<file path="src/hdl/sar_ctrl_pkg.sv">
// Shared constants and types for the sampling converter control block.
// Assumes a single 25 MHz core clock; all pin inputs are asynchronous.
package sar_ctrl_pkg;

  // ----------------------------------------------------------------
  // Timing
  // ----------------------------------------------------------------
  localparam int CLK_MHZ        = 25;
  localparam int CONV_TIME_NS   = 1160;  // Longest conversion time
  localparam int CONV_CYCLES    = (CONV_TIME_NS * CLK_MHZ) / 1000;
  localparam int SYNC_STAGES    = 3;

  // ----------------------------------------------------------------
  // Data layout and fixed words
  // ----------------------------------------------------------------
  localparam int          RESULT_W     = 16;
  localparam int          BITCNT_W     = 5;
  localparam logic [15:0] ABORT_WORD   = 16'hff00;
  localparam logic [15:0] RESULT_RST   = 16'h0000;
  localparam logic [15:0] SIGN_FLIP    = 16'h8000;
  localparam logic [4:0]  BITCNT_LAST  = 5'h0f;
  localparam logic [10:0] CONV_CNT_MAX = 11'(CONV_CYCLES - 1);

  // ----------------------------------------------------------------
  // Conversion state machine
  // ----------------------------------------------------------------
  typedef enum logic [1:0] {
    ST_SAMPLE  = 2'b00,
    ST_CONVERT = 2'b01,
    ST_WAIT    = 2'b10,
    ST_NAP     = 2'b11
  } conv_state_t;

  // Synchronised pin samples travelling together
  typedef struct packed {
    logic chip_select_n;
    logic conversion_start_n;
    logic frame_sync;
    logic serial_clock;
  } pin_bundle_t;

endpackage

</file>
<file path="src/hdl/sar_conv_ctrl.sv">
// Conversion and serial readout control of a 16-bit sampling converter.
// Assumes pins arrive asynchronously; select, start, frame sync and serial clock
// are filtered here; the analog result word arrives on the core clock as a plain input.
`timescale 1ns/1ps
`default_nettype none

module sar_conv_ctrl
  import sar_ctrl_pkg::*;
(
  input  wire logic                core_clk_i,          // 25 MHz core clock
  input  wire logic                rst_i,               // Async reset, active high
  input  wire logic                power_down_in_i,     // Power-down pin, high = down
  input  wire logic                conversion_start_n_i, // Conversion start pin
  input  wire logic                chip_select_n_i,     // Chip select pin, active low
  input  wire logic                frame_sync_i,        // Frame sync pin
  input  wire logic                serial_clock_i,      // Serial clock pin
  input  wire logic                output_format_select_i, // 0 binary, 1 two's compl.
  input  wire logic [RESULT_W-1:0] sample_code_i,       // Straight-binary analog code
  output logic                     busy_o,              // Conversion in progress
  output logic                     nap_o,               // Nap low-power state
  output logic                     powered_down_o,      // Full power-down active
  output logic                     serial_data_out_o,   // Serial data
  output logic                     serial_data_out_oe_o // Serial data drive enable
);

  // ----------------------------------------------------------------
  // Pin synchronisers
  // ----------------------------------------------------------------
  // Select, start, frame sync and serial clock each pass three flip-flops before any logic looks at them.
  // Stage three is compared with stage two, and the filtered copy
  // only moves when both agree, so a single-cycle glitch that slips
  // through the first stage never reaches the edge detectors.
  // Cost: about four core cycles of latency on each of these pins, which the
  // host must allow for when it paces its serial clock.
  // The serial clock is therefore limited to well below a quarter of
  // the core rate; faster clocks would lose edges in the filter.
  // Reset values match the idle level of each pin, avoiding a false
  // edge on the first cycle after reset.
  pin_bundle_t pins_raw;
  pin_bundle_t sync1_ff, sync2_ff, sync3_ff, stable_ff;
  pin_bundle_t nxt_sync1, nxt_sync2, nxt_sync3, nxt_stable;

  assign pins_raw = '{chip_select_n:      chip_select_n_i,
                      conversion_start_n: conversion_start_n_i,
                      frame_sync:         frame_sync_i,
                      serial_clock:       serial_clock_i};

  // A change counts once stages two and three agree, per bit
  always_comb begin
    nxt_sync1 = pins_raw;
    nxt_sync2 = sync1_ff;
    nxt_sync3 = sync2_ff;
    nxt_stable = stable_ff;
    for (int i = 0; i < 4; i++) begin
      if (sync2_ff[i] == sync3_ff[i]) begin
        nxt_stable[i] = sync3_ff[i];
      end
    end
  end

  // Idle levels: deselected, start high, frame sync high, clock low
  always_ff @(posedge core_clk_i or posedge rst_i) begin
    if (rst_i) begin
      sync1_ff  <= 4'b1110;
      sync2_ff  <= 4'b1110;
      sync3_ff  <= 4'b1110;
      stable_ff <= 4'b1110;
    end else begin
      sync1_ff  <= nxt_sync1;
      sync2_ff  <= nxt_sync2;
      sync3_ff  <= nxt_sync3;
      stable_ff <= nxt_stable;
    end
  end

  // ----------------------------------------------------------------
  // Edge detection and qualified start
  // ----------------------------------------------------------------
  // Edges are found by comparing the filtered level with its copy
  // from the previous cycle; each detector is high for one cycle.
  // Frame sync and serial clock edges are masked by the filtered
  // select, so activity on a shared bus while deselected is ignored.
  // The qualified start is a held register rather than a real latch:
  // it follows the start pin while selected and keeps its last value
  // while deselected. Its falling edge is the only conversion
  // trigger, so a start pulse with select high does nothing.
  logic prev_cs_n_ff, prev_fs_ff, prev_sclk_ff, qual_start_ff, prev_qual_ff;
  logic nxt_qual_start;
  logic cs_n, cs_fall, fs_rise, fs_fall, sclk_rise, sclk_fall, qual_fall;

  assign cs_n      = stable_ff.chip_select_n;
  assign cs_fall   = prev_cs_n_ff & ~cs_n;
  // Frame sync and serial clock only count while selected
  assign fs_rise   = ~cs_n & stable_ff.frame_sync & ~prev_fs_ff;
  assign fs_fall   = ~cs_n & ~stable_ff.frame_sync & prev_fs_ff;
  assign sclk_rise = ~cs_n & stable_ff.serial_clock & ~prev_sclk_ff;
  assign sclk_fall = ~cs_n & ~stable_ff.serial_clock & prev_sclk_ff;
  assign qual_fall = prev_qual_ff & ~qual_start_ff;

  // Transparent latch on select low, built as a held register
  always_comb begin
    nxt_qual_start = qual_start_ff;
    if (!cs_n) begin
      nxt_qual_start = stable_ff.conversion_start_n;
    end
  end

  always_ff @(posedge core_clk_i or posedge rst_i) begin
    if (rst_i) begin
      prev_cs_n_ff  <= 1'b1;
      prev_fs_ff    <= 1'b1;
      prev_sclk_ff  <= 1'b0;
      qual_start_ff <= 1'b1;
      prev_qual_ff  <= 1'b1;
    end else begin
      prev_cs_n_ff  <= cs_n;
      prev_fs_ff    <= stable_ff.frame_sync;
      prev_sclk_ff  <= stable_ff.serial_clock;
      qual_start_ff <= nxt_qual_start;
      prev_qual_ff  <= qual_start_ff;
    end
  end

  // ----------------------------------------------------------------
  // Conversion state machine
  // ----------------------------------------------------------------
  // Four states:
  //   Sample  - acquiring, waits for a qualified start fall
  //   Convert - counting a fixed number of core cycles
  //   Wait    - idle after a conversion or an abort
  //   Nap     - idle, entered when start was low at the end
  // A qualified start fall while converting aborts to wait and
  // leaves the fixed abort word as the stored result.
  // The analog code is taken on the last conversion cycle, so the
  // stored result changes on the same edge as busy falls.
  // Wait and nap leave only through sampling; a start fall seen
  // there is ignored, which keeps a stray edge from starting a
  // conversion without an acquisition phase.
  conv_state_t     state_ff, nxt_state;
  logic [10:0]     conv_cnt_ff, nxt_conv_cnt;
  logic [15:0]     result_ff, nxt_result;
  logic            done_pulse;
  logic            sample_cmd;

  assign sample_cmd = qual_start_ff & ~cs_n;
  assign done_pulse = (state_ff == ST_CONVERT) && !qual_fall && (conv_cnt_ff == CONV_CNT_MAX);

  always_comb begin
    nxt_state    = state_ff;
    nxt_conv_cnt = conv_cnt_ff;
    nxt_result   = result_ff;
    case (state_ff)
      ST_SAMPLE: begin
        if (qual_fall) begin
          nxt_state    = ST_CONVERT;
          nxt_conv_cnt = '0;
        end
      end
      ST_CONVERT: begin
        if (qual_fall) begin
          nxt_state  = ST_WAIT;
          nxt_result = ABORT_WORD;
        end else if (conv_cnt_ff == CONV_CNT_MAX) begin
          // Result swap coincides with busy falling
          nxt_result = output_format_select_i ? (sample_code_i ^ SIGN_FLIP)
                                              : sample_code_i;
          if (sample_cmd) begin
            nxt_state = ST_SAMPLE;
          end else if (!qual_start_ff) begin
            nxt_state = ST_NAP;
          end else begin
            nxt_state = ST_WAIT;
          end
        end else begin
          nxt_conv_cnt = conv_cnt_ff + 11'h001;
        end
      end
      ST_WAIT, ST_NAP: begin
        if (sample_cmd) begin
          nxt_state = ST_SAMPLE;
        end
      end
      default: nxt_state = ST_WAIT;
    endcase
  end

  // Power-down forces the same state as reset
  always_ff @(posedge core_clk_i or posedge rst_i) begin
    if (rst_i) begin
      state_ff    <= ST_WAIT;
      conv_cnt_ff <= 11'h000;
      result_ff   <= RESULT_RST;
    end else if (power_down_in_i) begin
      state_ff    <= ST_WAIT;
      conv_cnt_ff <= 11'h000;
      result_ff   <= RESULT_RST;
    end else begin
      state_ff    <= nxt_state;
      conv_cnt_ff <= nxt_conv_cnt;
      result_ff   <= nxt_result;
    end
  end

  assign busy_o         = (state_ff == ST_CONVERT);
  assign nap_o          = (state_ff == ST_NAP);
  assign powered_down_o = power_down_in_i;

  // ----------------------------------------------------------------
  // Serial readout, reloaded at conversion end while framed
  // ----------------------------------------------------------------
  // A frame starts on a filtered select fall or a frame sync rise,
  // which both copy the stored result into the shift register.
  // The first serial clock fall after that arms the shifter, and
  // each later rise moves one bit, most significant first.
  // After fifteen moves the counter stops and the last bit stays
  // on the output until the next frame begins.
  // A restart in mid-frame simply reloads, abandoning the old frame.
  // With frame sync high and select low at the end of a conversion,
  // the new result is loaded at once, so a waiting host sees the
  // fresh word without a second frame sync pulse.
  // Limitation: a frame started right at busy fall may carry either
  // word, so the host should keep clear of that edge.
  logic [15:0] shift_ff, nxt_shift;
  logic [4:0]  bit_cnt_ff, nxt_bit_cnt;
  logic        armed_ff, nxt_armed;
  logic        sdo_ff, nxt_sdo;

  // Shift register reads the stored word, so a mid-conversion read
  // returns the previous result
  always_comb begin
    nxt_shift   = shift_ff;
    nxt_bit_cnt = bit_cnt_ff;
    nxt_armed   = armed_ff;
    if (cs_fall || fs_rise) begin
      nxt_shift   = result_ff;
      nxt_bit_cnt = '0;
      nxt_armed   = 1'b0;
    end else if (done_pulse && stable_ff.frame_sync && !cs_n) begin
      nxt_shift   = nxt_result;
      nxt_bit_cnt = '0;
      nxt_armed   = 1'b0;
    end else begin
      if (sclk_fall) begin
        nxt_armed = 1'b1;
      end
      if (sclk_rise && armed_ff && bit_cnt_ff != BITCNT_LAST) begin
        nxt_shift   = {shift_ff[14:0], shift_ff[15]};
        nxt_bit_cnt = bit_cnt_ff + 5'h01;
      end
    end
    nxt_sdo = nxt_shift[15];        // LSB held after word ends
  end

  always_ff @(posedge core_clk_i or posedge rst_i) begin
    if (rst_i) begin
      shift_ff   <= RESULT_RST;
      bit_cnt_ff <= 5'h00;
      armed_ff   <= 1'b0;
      sdo_ff     <= 1'b0;
    end else if (power_down_in_i) begin
      shift_ff   <= RESULT_RST;
      bit_cnt_ff <= 5'h00;
      armed_ff   <= 1'b0;
      sdo_ff     <= 1'b0;
    end else begin
      shift_ff   <= nxt_shift;
      bit_cnt_ff <= nxt_bit_cnt;
      armed_ff   <= nxt_armed;
      sdo_ff     <= nxt_sdo;
    end
  end

  assign serial_data_out_o    = sdo_ff;
  // Released while deselected or powered down
  assign serial_data_out_oe_o = ~cs_n & ~power_down_in_i;

endmodule

`default_nettype wire

</file>
<file path="config.mk">
export PLATFORM = sky130hd
export DESIGN_NAME = sar_conv_ctrl
export DESIGN_NICKNAME = d
export VERILOG_FILES = /design/src/hdl/sar_ctrl_pkg.sv /design/src/hdl/sar_conv_ctrl.sv
export SDC_FILE = /design/constraint.sdc
export NUM_CORES = 1
export LEC_CHECK = 0
export ABC_CLOCK_PERIOD_IN_PS = 2000
export BUFFER_PORTS_ARGS = -buffer_cell sky130_fd_sc_hd__buf_2
export CAP_MARGIN = 20
export CORE_ASPECT_RATIO = 1.25
export CORE_MARGIN = 3
export CORE_UTILIZATION = 50
export CTS_BUF_LIST = sky130_fd_sc_hd__clkbuf_16
export CTS_CLUSTER_DIAMETER = 100
export DETAILED_ROUTE_END_ITERATION = 10
export HOLD_SLACK_MARGIN = 0.02
export PLACE_DENSITY = 0.71
export SYNTH_ARGS = -nofsm -noshare
export SYNTH_HDL_FRONTEND = slang
export SYNTH_SLANG_ARGS = --single-unit
</file>
<file path="constraint.sdc">
create_clock -name core_clk_i -period 2 [get_ports core_clk_i]
set_input_delay 0.2 -clock core_clk_i [delete_from_list [all_inputs] [get_ports core_clk_i]]
set_output_delay 0.2 -clock core_clk_i [all_outputs]
set_load 0.05 [all_outputs]
</file>
# After elaboration in Yosys (flattened, before gate mapping)
# Index checks and enable logic that the tools add are counted.
# Widths: inputs -> output; s select.
[op_classes] bitwise_logic=17 mux=31 eq_ne=14 reduce_logical=16 n_addsub=2
[ops] cell="$mux 16" count=9
[ops] cell="$mux 11" count=4
[ops] cell="$pmux 11 s2" count=1
[ops] cell="$mux 5" count=4
[ops] cell="$mux 2" count=6
[ops] cell="$ne 3x3->1 const B" count=4
[ops] cell="$add 11x1->11 const B" count=1
[ops] cell="$eq 11x5->1 const B" count=1
[ops] cell="$and 1x1->1" count=10
[ops] cell="$reduce_bool 4->1" count=2
[ops] cell="$not 1->1" count=7
[ops] cell="$logic_and 1x1->1" count=6
[ops] cell="$mux 1" count=6
[ops] cell="$pmux 2 s3" count=1
[ops] cell="$add 5x1->5 const B" count=1
[ops] cell="$ne 5x4->1 const B" count=1
[ops] cell="$eq 1x1->1" count=4
[ops] cell="$eq 2x2->1 const B" count=2
[ops] cell="$ne 4x2->1 const B" count=1
[ops] cell="$reduce_and 4->1" count=1
[ops] cell="$reduce_and 3->1" count=1
[ops] cell="$reduce_bool 3->1" count=1
[ops] cell="$eq 2x1->1 const B" count=1
[ops] cell="$logic_not 1->1" count=2
[ops] cell="other kinds (3)" count=3
[word_totals] word_cells=109 in_bits=24 out_inout_bits=5 register_bits=73

# Longest topological paths before layout
# Gate-level depths: netlist of run 1.
[depth] depth_word=10 mapped_depth=10 depth_no_buf=8

# Least setup slack after synthesis of run 1
# OpenSTA, ideal clock, no wires.
[synth_path] path_kind="register to register" startpoint="register bit_cnt_ff[0]" endpoint="register shift_ff[0]" slack_ps=-151 path_stages_with_launch=10 n_path_buf=2 arrival_time_ps=2050 synth_period_minus_slack_ps=2151 required_ps=1899 cell_sequence="dfrtp_1 ha_1 and3_1 ha_1 nor4b_2 and2_1 buf_2 buf_4 a31oi_1 o32ai_1"
[synth_between] elab_chain_cells=3
[synth_rtl] element="start: declaration" line="sar_conv_ctrl.sv:224" rtl="logic [4:0] bit_cnt_ff, nxt_bit_cnt;"
[synth_rtl] element="start signal: assignment" line="sar_conv_ctrl.sv:267" rtl="bit_cnt_ff <= nxt_bit_cnt;"
[synth_rtl] element="$ne 5x4->1" line="sar_conv_ctrl.sv:246" rtl="if (sclk_rise && armed_ff && bit_cnt_ff != BITCNT_LAST) begin"
[synth_rtl] element="$logic_and 1x1->1" line="sar_conv_ctrl.sv:246"
[synth_rtl] element="$reduce_bool 4->1 (no line)"
[synth_rtl] element="end signal: assignment" line="sar_conv_ctrl.sv:266" rtl="shift_ff <= nxt_shift;"
[synth_rtl] element="end: declaration" line="sar_conv_ctrl.sv:223" rtl="logic [15:0] shift_ff, nxt_shift;"
# No other way between the ends.
# A chain may end at the register's enable or synchronous reset.

# Final worst setup path of run 1
[layout_path] startpoint="register bit_cnt_ff[0]" endpoint="register shift_ff[8]"
# Same word-level chain as after synthesis.

==> impl_metrics.py, run 1 <==
metrics = {
    "status": {
        "status": "complete, but fails checks",
        "violations": "setup timing",
    },
    "worst_setup_path": {
        "cp-start-kind": "register",
        "end_kind": "register",
        "rr_worst_depth": 9,
        "worst-path-max-fanout": 7,
        "critPathKind": "register to register",
        "cp.required_ps": 2200,
        "arrival_ps": 2290,
    },
    "synth": {
        "synth_fa_ha_area_share_pct": 2.53,
        "synth-main-ff-cell": "dfrtp_1",
        "async_flop_share_pct": 100,
        "synth_edf_count": 0,
        "synth_top_family_by_area": "compound AO/OA/AOI/OAI gates",
        "seq_area_frac_synth_pct": 51.2,
        "syn_avg_cell_area_um2": 11.2,
        "ys_ff_latch": 72,
        "synth_cells": 317,
        "synthXorXnorAreaFrac_pct": 2.95,
        "yosys-mux-area-fraction_pct": 0.316,
        "synth_compound_gate_area_share_pct": 19.6,
        "yosys_warnings": 0,
        "ys_types": 56,
        "syn-num-nets": 345,
        "syn-cell-area_mm2": 0.00356,
        "synth-simple-area-share_pct": 15.2,
    },
    "timing": {
        "relSlewSlack_pct": 59.5,
        "fin_hold_ws_ps": 138,
        "setup_slack_ps": -90.6,
        "fin_crit_sh_pct": 105,
        "hold_viol": 0,
        "worst_pin_slew_ps": 606,
        "finalSetupViolCount": 16,
        "rsz0062_at_grt": "yes",
        "clock.fmax_ghz": 0.478,
        "drv_slew": 0,
        "min_period_ps": 2090,
        "fin_skew_ps": 6.17,
        "finalSetupTns_ps": -619,
    },
    "cells_and_area": {
        "syn_to_final_growth_pct": 26.2,
        "instances_no_fill": 469,
        "layout.cells.most_common_list": "55 x dfrtp_1, 42 x nor2_1, 28 x buf_2",
        "fin_nets": 405,
        "post_route_cells_drive_above_1_share_pct": 40.6,
        "diodes": 0,
        "final_common_cell": "dfrtp_1",
    },
    "clock_tree": {
        "htree_num_levels": 3,
        "clock_path_buffers": 2,
        "clkLatencyLatePin_ps": 330,
        "cts_tree": "done",
        "cts_sinks": 72,
        "path_clk_slew_ps": 60,
        "cts_buffers": 9,
        "clock_tree.root_cell": "clkbuf_16",
    },
    "grt": {
        "overflow": 0,
        "grt_pass1_vias": 2784,
        "grt_max_degree": 29,
        "antenna_found_initial": 0,
        "grt.total_usage_pct": 21.6,
        "grt_pass1_wl_mm": 13.5,
    },
    "power": {
        "ir_drop_v": 0.000687,
        "p_per_area_mw_per_mm2": 848,
        "totalPowerFinal_w": 0.00381,
        "power.leakage_nw": 1.95,
    },
    "placement": {
        "dp.cells": 443,
        "gp_congestion": 0.813,
        "portBuffers": 28,
        "hpwl_mm": 5.05,
    },
    "detailed_routing": {
        "drtIter0Drc": 183,
        "detail_route.wirelength_mm": 8.20,
        "viasPerCell": 5.88,
        "wl_per_cell_um": 17.5,
        "vias": 2756,
        "postRouteAntennaNets": 0,
        "firstDrtPassIters": 5,
        "drc_errors": 0,
    },
    "die": {
        "fp.dieH_um": 100,
        "fp.dieW_um": 81.5,
        "die_area_mm2": 0.00818,
        "io-pin-count": 29,
        "rows": 33,
        "start_util_pct": 52.9,
        "core_mm2": 0.00673,
    },
    "min_path": {
        "hold_path_class": "input port to register",
        "min_path_cells": 3,
    },
    "flow_run": {
        "max-cap-violations": 0,
    },
}
cells by family after synthesis:
| group | Yosys count |
|---|---|
| buffers and inverters | 43 |
| XOR/XNOR | 12 |
| multiplexers | 1 |
| adder cells (fa/ha/maj) | 8 |
| AO/OA/AOI/OAI | 78 |
| AND/OR/NAND/NOR | 103 |
| flip-flops | 72 |
cell usage after synthesis, types with 2 or more instances:
master | instances | share of area (%)
nand2_1 | 12 | 1.3
and2_1 | 4 | 0.70
buf_6 | 3 | 0.95
ha_1 | 4 | 1.4
buf_4 | 2 | 0.42
maj3_1 | 4 | 1.1
nand3_1 | 7 | 0.98
o221a_2 | 7 | 2.2
nor3_1 | 5 | 0.70
a22oi_1 | 8 | 1.7
and3_1 | 4 | 0.70
o221ai_1 | 2 | 0.49
o21ai_0 | 5 | 0.70
clkbuf_1 | 4 | 0.42
a21oi_1 | 8 | 1.1
nand4_1 | 10 | 1.8
nand2b_1 | 2 | 0.35
xor2_1 | 6 | 1.5
a41o_1 | 5 | 1.4
nor2_1 | 43 | 4.5
a31oi_1 | 8 | 1.4
dfstp_2 | 17 | 13
o32ai_2 | 7 | 3.2
dfrtp_1 | 55 | 39
clkbuf_8 | 8 | 3.1
a211oi_1 | 3 | 0.63
o311a_1 | 7 | 2.0
xnor2_1 | 6 | 1.5
o32ai_1 | 8 | 2.0
inv_1 | 23 | 2.4
a41o_2 | 2 | 0.63
and4_2 | 2 | 0.56
and2b_2 | 3 | 0.74
worst max-delay path: stages (launching register included):
cell and delay, ps:
dfrtp_1 350, ha_2 180, and3_4 190, ha_4 140, nor4b_4 40, buf_4 160
and2_4 150, buf_6 130, o31ai_4 440, o32ai_2 180
path summary, 6_finish.rpt:
kind | startpoint | end | slack [ps]
max | bit_cnt_ff[0]$_DFFE_PP0P_ | shift_ff[8]$_DFFE_PP0P_ | -90
min | sample_code_i[5] | result_ff[5]$_DFF_PP0_ | 140
max reg2reg | bit_cnt_ff[0]$_DFFE_PP0P_ | shift_ff[8]$_DFFE_PP0P_ | -90
min reg2reg | nxt_sync2[0]$_DFF_PP0_ | nxt_sync3[0]$_DFF_PP0_ | 360
max in group asynchronous | rst_i | bit_cnt_ff[3]$_DFFE_PP0P_ | 840
min in group asynchronous | rst_i | conv_cnt_ff[5]$_DFFE_PP0P_ | 500
metrics by stage:
stage	instance area, um2	utilization, %	worst slack (ps)
3_3_place_gp	3920	58.3	-94.4
5_1_grt	4500	66.8	-148
6_report	4500	66.8	-90.6
3_5_place_dp	3920	58.3	-153
4_1_cts	4380	65.1	-25.2
2_1_floorplan	3610	-	-15.1
flip-flops by register name, summed over array words and instances, names as in the netlist, 2 cells and up:
name / count
bit_cnt_ff: 5
conv_cnt_ff: 11
nxt_sync2: 4
nxt_sync3: 4
result_ff: 16
shift_ff: 16
stable_ff: 3
state_ff: 2
sync3_ff: 4
layer usage:
metal / up-vias / track usage (%) / part of all wire, % / wire length [um]
met3: 6 / 5.30 / 4.1 / 334
li1: 1281 / - / - / -
met2: 61 / 34.4 / 51 / 4170
met4: 0 / 7.67 / 0.73 / 60
met5: - / 0 / 0 / 0
met1: 1408 / 28.6 / 44 / 3630
power breakdown:
| part | internal [W] | total [W] | switching (W) |
|---|---|---|---|
| Clock | 0.00107 | 0.00170 | 0.000634 |
| Combinational | 0.000223 | 0.000509 | 0.000286 |
| Sequential | 0.00155 | 0.00160 | 0.0000452 |
final cells by class:
type,instances,area [um2]
Timing Repair Buffer,68,526
Inverter,23,90.1
Sequential cell,72,1820
Tap cell,87,109
Multi-Input combinational cell,203,1620
Fill cell,505,2230
Clock inverter,4,28.8
Clock buffer,12,300
timing repair:
| action | 4_1_cts | 5_1_grt |
|---|---|---|
| hold buffers | 5 | 0 |
| gates resized for setup | 12 | 17 |
| pin swaps | 9 | 12 |
| hold endpoints to repair | 18 | 0 |
| setup endpoints to repair | 20 | 33 |
| buffers inserted | 2 | 3 |
| cloned | 1 | 0 |
(Power assumes the default switching activity.)
==> run 2: changes to the inputs <==
--- a/config.mk
+++ b/config.mk
@@ -6,16 +6,15 @@
 export NUM_CORES = 1
 export LEC_CHECK = 0
 export ABC_CLOCK_PERIOD_IN_PS = 2000
-export BUFFER_PORTS_ARGS = -buffer_cell sky130_fd_sc_hd__buf_2
 export CAP_MARGIN = 20
 export CORE_ASPECT_RATIO = 1.25
 export CORE_MARGIN = 3
-export CORE_UTILIZATION = 50
+export CORE_UTILIZATION = 30
 export CTS_BUF_LIST = sky130_fd_sc_hd__clkbuf_16
 export CTS_CLUSTER_DIAMETER = 100
 export DETAILED_ROUTE_END_ITERATION = 10
+export DONT_BUFFER_PORTS = 1
 export HOLD_SLACK_MARGIN = 0.02
-export PLACE_DENSITY = 0.71
 export SYNTH_ARGS = -nofsm -noshare
 export SYNTH_HDL_FRONTEND = slang
 export SYNTH_SLANG_ARGS = --single-unit
==> impl_metrics.py, run 2 (synthesized netlist as in run 1, its figures left out) <==
metrics = {
    "grt": {
        "antenna_found_initial": 0,
        "overflow": 0,
        "grt_max_degree": 36,
        "grt_pass1_wl_mm": 14.1,
        "grt_pass1_vias": 2829,
        "grt.total_usage_pct": 13.5,
    },
    "power": {
        "p_per_area_mw_per_mm2": 851,
        "power.leakage_nw": 1.87,
        "ir_drop_v": 0.000441,
        "totalPowerFinal_w": 0.00381,
    },
    "clock_tree": {
        "cts_tree": "done",
        "clock_tree.root_cell": "clkbuf_16",
        "cts_sinks": 72,
        "clock_path_buffers": 2,
        "clkLatencyLatePin_ps": 330,
        "path_clk_slew_ps": 60,
        "htree_num_levels": 3,
        "cts_buffers": 9,
    },
    "detailed_routing": {
        "detail_route.wirelength_mm": 8.38,
        "postRouteAntennaNets": 0,
        "drtIter0Drc": 156,
        "firstDrtPassIters": 4,
        "wl_per_cell_um": 16.2,
        "vias": 2698,
        "drc_errors": 0,
        "viasPerCell": 5.21,
    },
    "cells_and_area": {
        "layout.cells.most_common_list": "55 x dfrtp_1, 43 x nor2_1, 33 x buf_4",
        "syn_to_final_growth_pct": 25.5,
        "fin_nets": 384,
        "n_fill_cell": 1068,
        "post_route_cells_drive_above_1_share_pct": 36.8,
        "multiInputGateArea_mm2": 0.00163,
        "diodes": 0,
        "seqCellArea_mm2": 0.00182,
        "reg_top3": "result_ff (16), shift_ff (16), conv_cnt_ff (11)",
        "final_common_cell": "dfrtp_1",
    },
    "timing": {
        "fin_crit_sh_pct": 103,
        "fin_skew_ps": 7.71,
        "drv_slew": 0,
        "finalSetupViolCount": 16,
        "setup_slack_ps": -68.4,
        "min_period_ps": 2070,
        "hold_viol": 0,
        "relSlewSlack_pct": 40.4,
        "clock.fmax_ghz": 0.483,
        "worst_pin_slew_ps": 891,
        "fin_hold_ws_ps": 37.4,
        "rsz0062_at_grt": "yes",
    },
    "die": {
        "fp.dieH_um": 128,
        "start_util_pct": 31.4,
        "core_mm2": 0.0114,
        "die_area_mm2": 0.0132,
        "io-pin-count": 29,
        "rows": 43,
        "fp.dieW_um": 103,
    },
    "flow_run": {
        "max-cap-violations": 0,
    },
    "min_path": {
        "hold_start": "sample_code_i[3]",
        "min_path_cells": 2,
        "hold_path_class": "input port to register",
    },
    "placement": {
        "portBuffers": 0,
        "hpwl_mm": 5.48,
        "gp_congestion": 0.848,
    },
    "worst_setup_path": {
        "critPathKind": "register to register",
        "cp-start-kind": "register",
        "end_kind": "register",
        "r2r-start": "bit_cnt_ff[0]$_DFFE_PP0P_",
        "cp-startpoint": "bit_cnt_ff[0]$_DFFE_PP0P_",
        "cp.required_ps": 2190,
        "rr_worst_depth": 9,
        "arrival_ps": 2260,
        "worst-path-max-fanout": 7,
    },
    "status": {
        "status": "complete, but fails checks",
        "violations": "setup timing",
    },
}
run 2: cell types whose count changed in the layout (fill, tap and decap cells not counted), sizes merged:
| cell | delta |
|---|---|
| buf | -22 |
| bufinv | +2 |
| clkbuf | -3 |
| clkinv | +2 |
| dlygate4sd3 | +1 |
| inv | -1 |
run 2: worst paths after layout:
| path | endpoint | slack [ps] |
|---|---|---|
| max in group asynchronous | result_ff[14]$_DFF_PP0_ | 860 |
| setup / recovery | shift_ff[8]$_DFFE_PP0P_ | -70 |
| setup reg to reg | shift_ff[8]$_DFFE_PP0P_ | -70 |
| hold reg to reg | nxt_sync3[0]$_DFF_PP0_ | 350 |
| min in group asynchronous | result_ff[2]$_DFF_PP0_ | 470 |
| hold / removal | result_ff[3]$_DFF_PP0_ | 40 |
run 2: critical path, stage by stage (launching register included):
cell and delay [ps]:
dfrtp_1 360, ha_2 190, and3_4 180, ha_4 130, nor4b_4 40, buf_4 150
and2_4 180, buf_6 120, o31ai_4 410, o32ai_2 170
run 2: cell type report:
type                       count  share of cell area [%]
tap                          157                    4.39
clock inverter                 7                    2.15
multi-input combinational    203                    36.5
sequential                    72                    40.8
timing repair buffer          47                    9.18
clock buffer                   9                    5.04
inverter                      23                    2.01
run 2: what timing repair did:
| action | 4_1_cts | 5_1_grt |
|---|---|---|
| endpoints found under the hold margin | 38 | 18 |
| gates resized for setup | 20 | 14 |
| buffers inserted | 2 | 1 |
| hold buffers | 5 | 1 |
| endpoints found under the setup margin | 25 | 39 |
| cloned | 2 | 0 |
| pin swaps | 16 | 9 |
run 2: power breakdown:
| group | total, W | internal [W] | switching [W] |
|---|---|---|---|
| logic | 0.000489 | 0.000218 | 0.000271 |
| registers | 0.00159 | 0.00155 | 0.0000420 |
| clock network | 0.00172 | 0.00109 | 0.000629 |
run 2: per-stage QoR:
stage	utilization, %	cells	area [um2]	worst slack [ps]	TNS [ps]
final	39.4	518	4470	-68.4	-508
after detailed placement	34.2	491	3880	-155	-2390
after global routing	39.4	518	4470	-146	-1980
after floorplan	-	317	3610	-15.1	-15.7
after global placement	34.2	491	3880	-92.9	-1070
after CTS	38.7	516	4390	-39.8	-252
run 2: per-layer routing:
| layer | vias to the layer above | global-route usage, % | routed length, um |
|---|---|---|---|
| met5 | - | 0 | 0 |
| met4 | 0 | 5.34 | 228 |
| met3 | 19 | 3.86 | 426 |
| met2 | 72 | 21.5 | 4100 |
| met1 | 1363 | 17.0 | 3620 |
| li1 | 1244 | - | - |
==> run 3: changes to the inputs <==
--- a/config.mk
+++ b/config.mk
@@ -5,6 +5,7 @@
 export SDC_FILE = /design/constraint.sdc
 export NUM_CORES = 1
 export LEC_CHECK = 0
+export ABC_AREA = 1
 export ABC_CLOCK_PERIOD_IN_PS = 2000
 export CAP_MARGIN = 20
 export CORE_ASPECT_RATIO = 1.25
==> impl_metrics.py, run 3 <==
metrics = {
    "status": {
        "status": "finished clean",
    },
    "flow_run": {
        "max-cap-violations": 0,
    },
    "cells_and_area": {
        "multiInputGateArea_mm2": 0.00186,
        "seqCellArea_mm2": 0.00182,
        "post_route_cells_drive_above_1_share_pct": 17.5,
        "layout.cells.most_common_list": "167 x nand2_1, 79 x nor2_1, 55 x dfrtp_1",
        "fin_nets": 572,
        "reg_top3": "result_ff (16), shift_ff (16), conv_cnt_ff (11)",
        "n_fill_cell": 1324,
        "syn_to_final_growth_pct": 17.9,
        "final_common_cell": "nand2_1",
        "diodes": 0,
    },
    "worst_setup_path": {
        "cp.required_ps": 2270,
        "rr_worst_depth": 11,
        "arrival_ps": 2160,
        "worst-path-max-fanout": 8,
        "critPathKind": "register to register",
        "path_cells": "ha_1 -> and3_1 -> ha_1 -> inv_1 -> nand4_2 -> buf_6 -> nand3_4 -> nand2_4 -> nor2_1 -> nand2_1 -> nand2_1",
        "crit_path_max_incr_delay_ps": 390,
        "r2r_setup_slack_ps": 110,
        "r2r-end": "shift_ff[6]$_DFFE_PP0P_",
        "cp-start-kind": "register",
        "end_kind": "register",
        "r2r-start": "bit_cnt_ff[0]$_DFFE_PP0P_",
        "slowest_stage": "dfrtp_1",
    },
    "timing": {
        "worst_pin_slew_ps": 707,
        "fin_crit_sh_pct": 94.4,
        "finalSetupViolCount": 0,
        "relSlewSlack_pct": 52.7,
        "hold_viol": 0,
        "rsz0062_at_grt": "yes",
        "fin_skew_ps": 6.52,
        "finalSetupTns_ps": 0,
        "fin_hold_ws_ps": 34.9,
        "clock.fmax_ghz": 0.530,
        "drv_slew": 0,
        "min_period_ps": 1890,
    },
    "detailed_routing": {
        "drtIter0Drc": 177,
        "drc_errors": 0,
        "wl_per_cell_um": 13.1,
        "viasPerCell": 4.66,
        "postRouteAntennaNets": 0,
        "firstDrtPassIters": 4,
        "detail_route.wirelength_mm": 9.40,
        "vias": 3343,
    },
    "grt": {
        "grt_pass1_vias": 3228,
        "grt_pass1_wl_mm": 15.8,
        "overflow": 0,
        "antenna_found_initial": 0,
        "grt.total_usage_pct": 13.5,
        "grt_max_degree": 73,
    },
    "synth": {
        "ys_top_cells_by_count": "167 x nand2_1, 80 x nor2_1, 55 x dfrtp_1",
        "ys_types": 35,
        "syn_avg_cell_area_um2": 7.52,
        "syn-cell-area_mm2": 0.00395,
        "synth_cells": 525,
        "synth_area_leaders": "dfrtp_1 35%, nand2_1 16%, dfstp_2 11%",
        "async_flop_share_pct": 100,
        "yosys.area.top_type": "dfrtp_1",
        "seq_area_frac_synth_pct": 46.2,
        "synth-main-ff-cell": "dfrtp_1",
        "yosys_warnings": 0,
        "synth_top_cell_area_share_pct": 34.8,
        "ys_ff_latch": 72,
        "synth_edf_count": 0,
        "syn-num-nets": 553,
        "synth_most_common_cell": "nand2_1",
    },
    "clock_tree": {
        "path_clk_slew_ps": 60,
        "cts_tree": "done",
        "clock_tree.root_cell": "clkbuf_16",
        "clkLatencyLatePin_ps": 340,
        "cts_buffers": 9,
        "clock_path_buffers": 2,
        "cts_sinks": 72,
        "htree_num_levels": 3,
    },
    "die": {
        "core_mm2": 0.0128,
        "start_util_pct": 30.9,
        "rows": 46,
        "fp.dieW_um": 109,
        "io-pin-count": 29,
        "die_area_mm2": 0.0146,
        "fp.dieH_um": 134,
    },
    "min_path": {
        "hold_path_class": "input port to register",
        "hold_start": "power_down_in_i",
        "hold_end": "conv_cnt_ff[3]$_DFFE_PP0P_",
        "min_path_cells": 3,
    },
    "placement": {
        "gp_congestion": 0.867,
        "hpwl_mm": 6.33,
        "portBuffers": 0,
    },
    "power": {
        "p_per_area_mw_per_mm2": 942,
        "ir_drop_v": 0.000474,
        "power.leakage_nw": 2.25,
    },
}
[run 3: changes by cell type after synthesis, moves of 8 or more]
cell      change
inv_1        +21
or2_2         +9
nor2_2       +12
nor2_1       +37
nand3_1      +28
o32ai_1       -8
nand2_1     +155
clkbuf_8      -8
a21oi_1       +9
[run 3: logic make-up after synthesis]
group	Yosys count	synth area share, %
XOR/XNOR	7	1.55
adder cells (fa/ha/maj)	8	2.28
flip-flops	72	46.2
AND/OR/NAND/NOR	331	36.9
AO/OA/AOI/OAI	39	5.54
buffers and inverters	68	7.54
[run 3: worst max-delay path by stage]
stage	slack [ps]	depth (start not counted)	from	end
finish	110	11	bit_cnt_ff[0]$_DFFE_PP0P_	shift_ff[6]$_DFFE_PP0P_
global route	-30	12	bit_cnt_ff[0]$_DFFE_PP0P_	shift_ff[3]$_DFFE_PP0P_
CTS	70	11	bit_cnt_ff[0]$_DFFE_PP0P_	shift_ff[5]$_DFFE_PP0P_
detailed placement	80	11	bit_cnt_ff[0]$_DFFE_PP0P_	shift_ff[5]$_DFFE_PP0P_
global placement	110	11	bit_cnt_ff[0]$_DFFE_PP0P_	shift_ff[5]$_DFFE_PP0P_
floorplan	3	1	rst_i	armed_ff$_DFFE_PP0P_
[run 3: worst max-delay path: cells and delay by family (launching register included)]
family        cells  cell delay [ps]
simple gates      7              820
flops             1              390
fa+ha+maj         2              380
buf+inv           2              220
[run 3: per-stage QoR]
stage                     power, W  setup slack (ps)  utilization (%)  cells  cell area, um2
after CTS                  0.00443              73.6             35.8    714            4570
after floorplan            0.00252              3.22                -    525            3950
after global placement     0.00274               107             32.9    692            4210
final                      0.00439               112             36.4    717            4660
after detailed placement   0.00276              84.1             32.9    692            4210
after global routing       0.00465             -28.7             36.4    717            4660
[run 3: cell type report]
class	count	area share [%]
Inverter	49	4.03
Sequential cell	72	39.2
Clock inverter	6	1.18
Timing Repair Buffer	26	5.78
Clock buffer	10	5.37
Tap cell	168	4.51
Multi-Input combinational cell	386	40.0
[run 3: metal layers]
layer  share of wire (%)  wire [um]  GRT usage, %  vias to the layer above
met2                  51       4810          23.1                       81
met3                 4.6        435          2.89                        9
met1                  43       4050          16.7                     1568
met4                 1.1        100          4.56                        0
met5                   0          0             0                        -
li1                    -          -             -                     1685
[run 3: repair_timing]
item,4_1_cts,5_1_grt
hold buffers,6,0
resized for setup,0,8
buffers inserted,0,1
endpoints found under the hold margin,75,0
endpoints found under the setup margin,0,23
[run 3: power breakdown]
| group | internal, W | switching, W | leakage, nW |
|---|---|---|---|
| clock network | 0.000943 | 0.000670 | 0.152 |
| logic | 0.000368 | 0.000642 | 1.18 |
| registers | 0.00164 | 0.000119 | 0.920 |
| total | 0.00296 | 0.00143 | 2.25 |
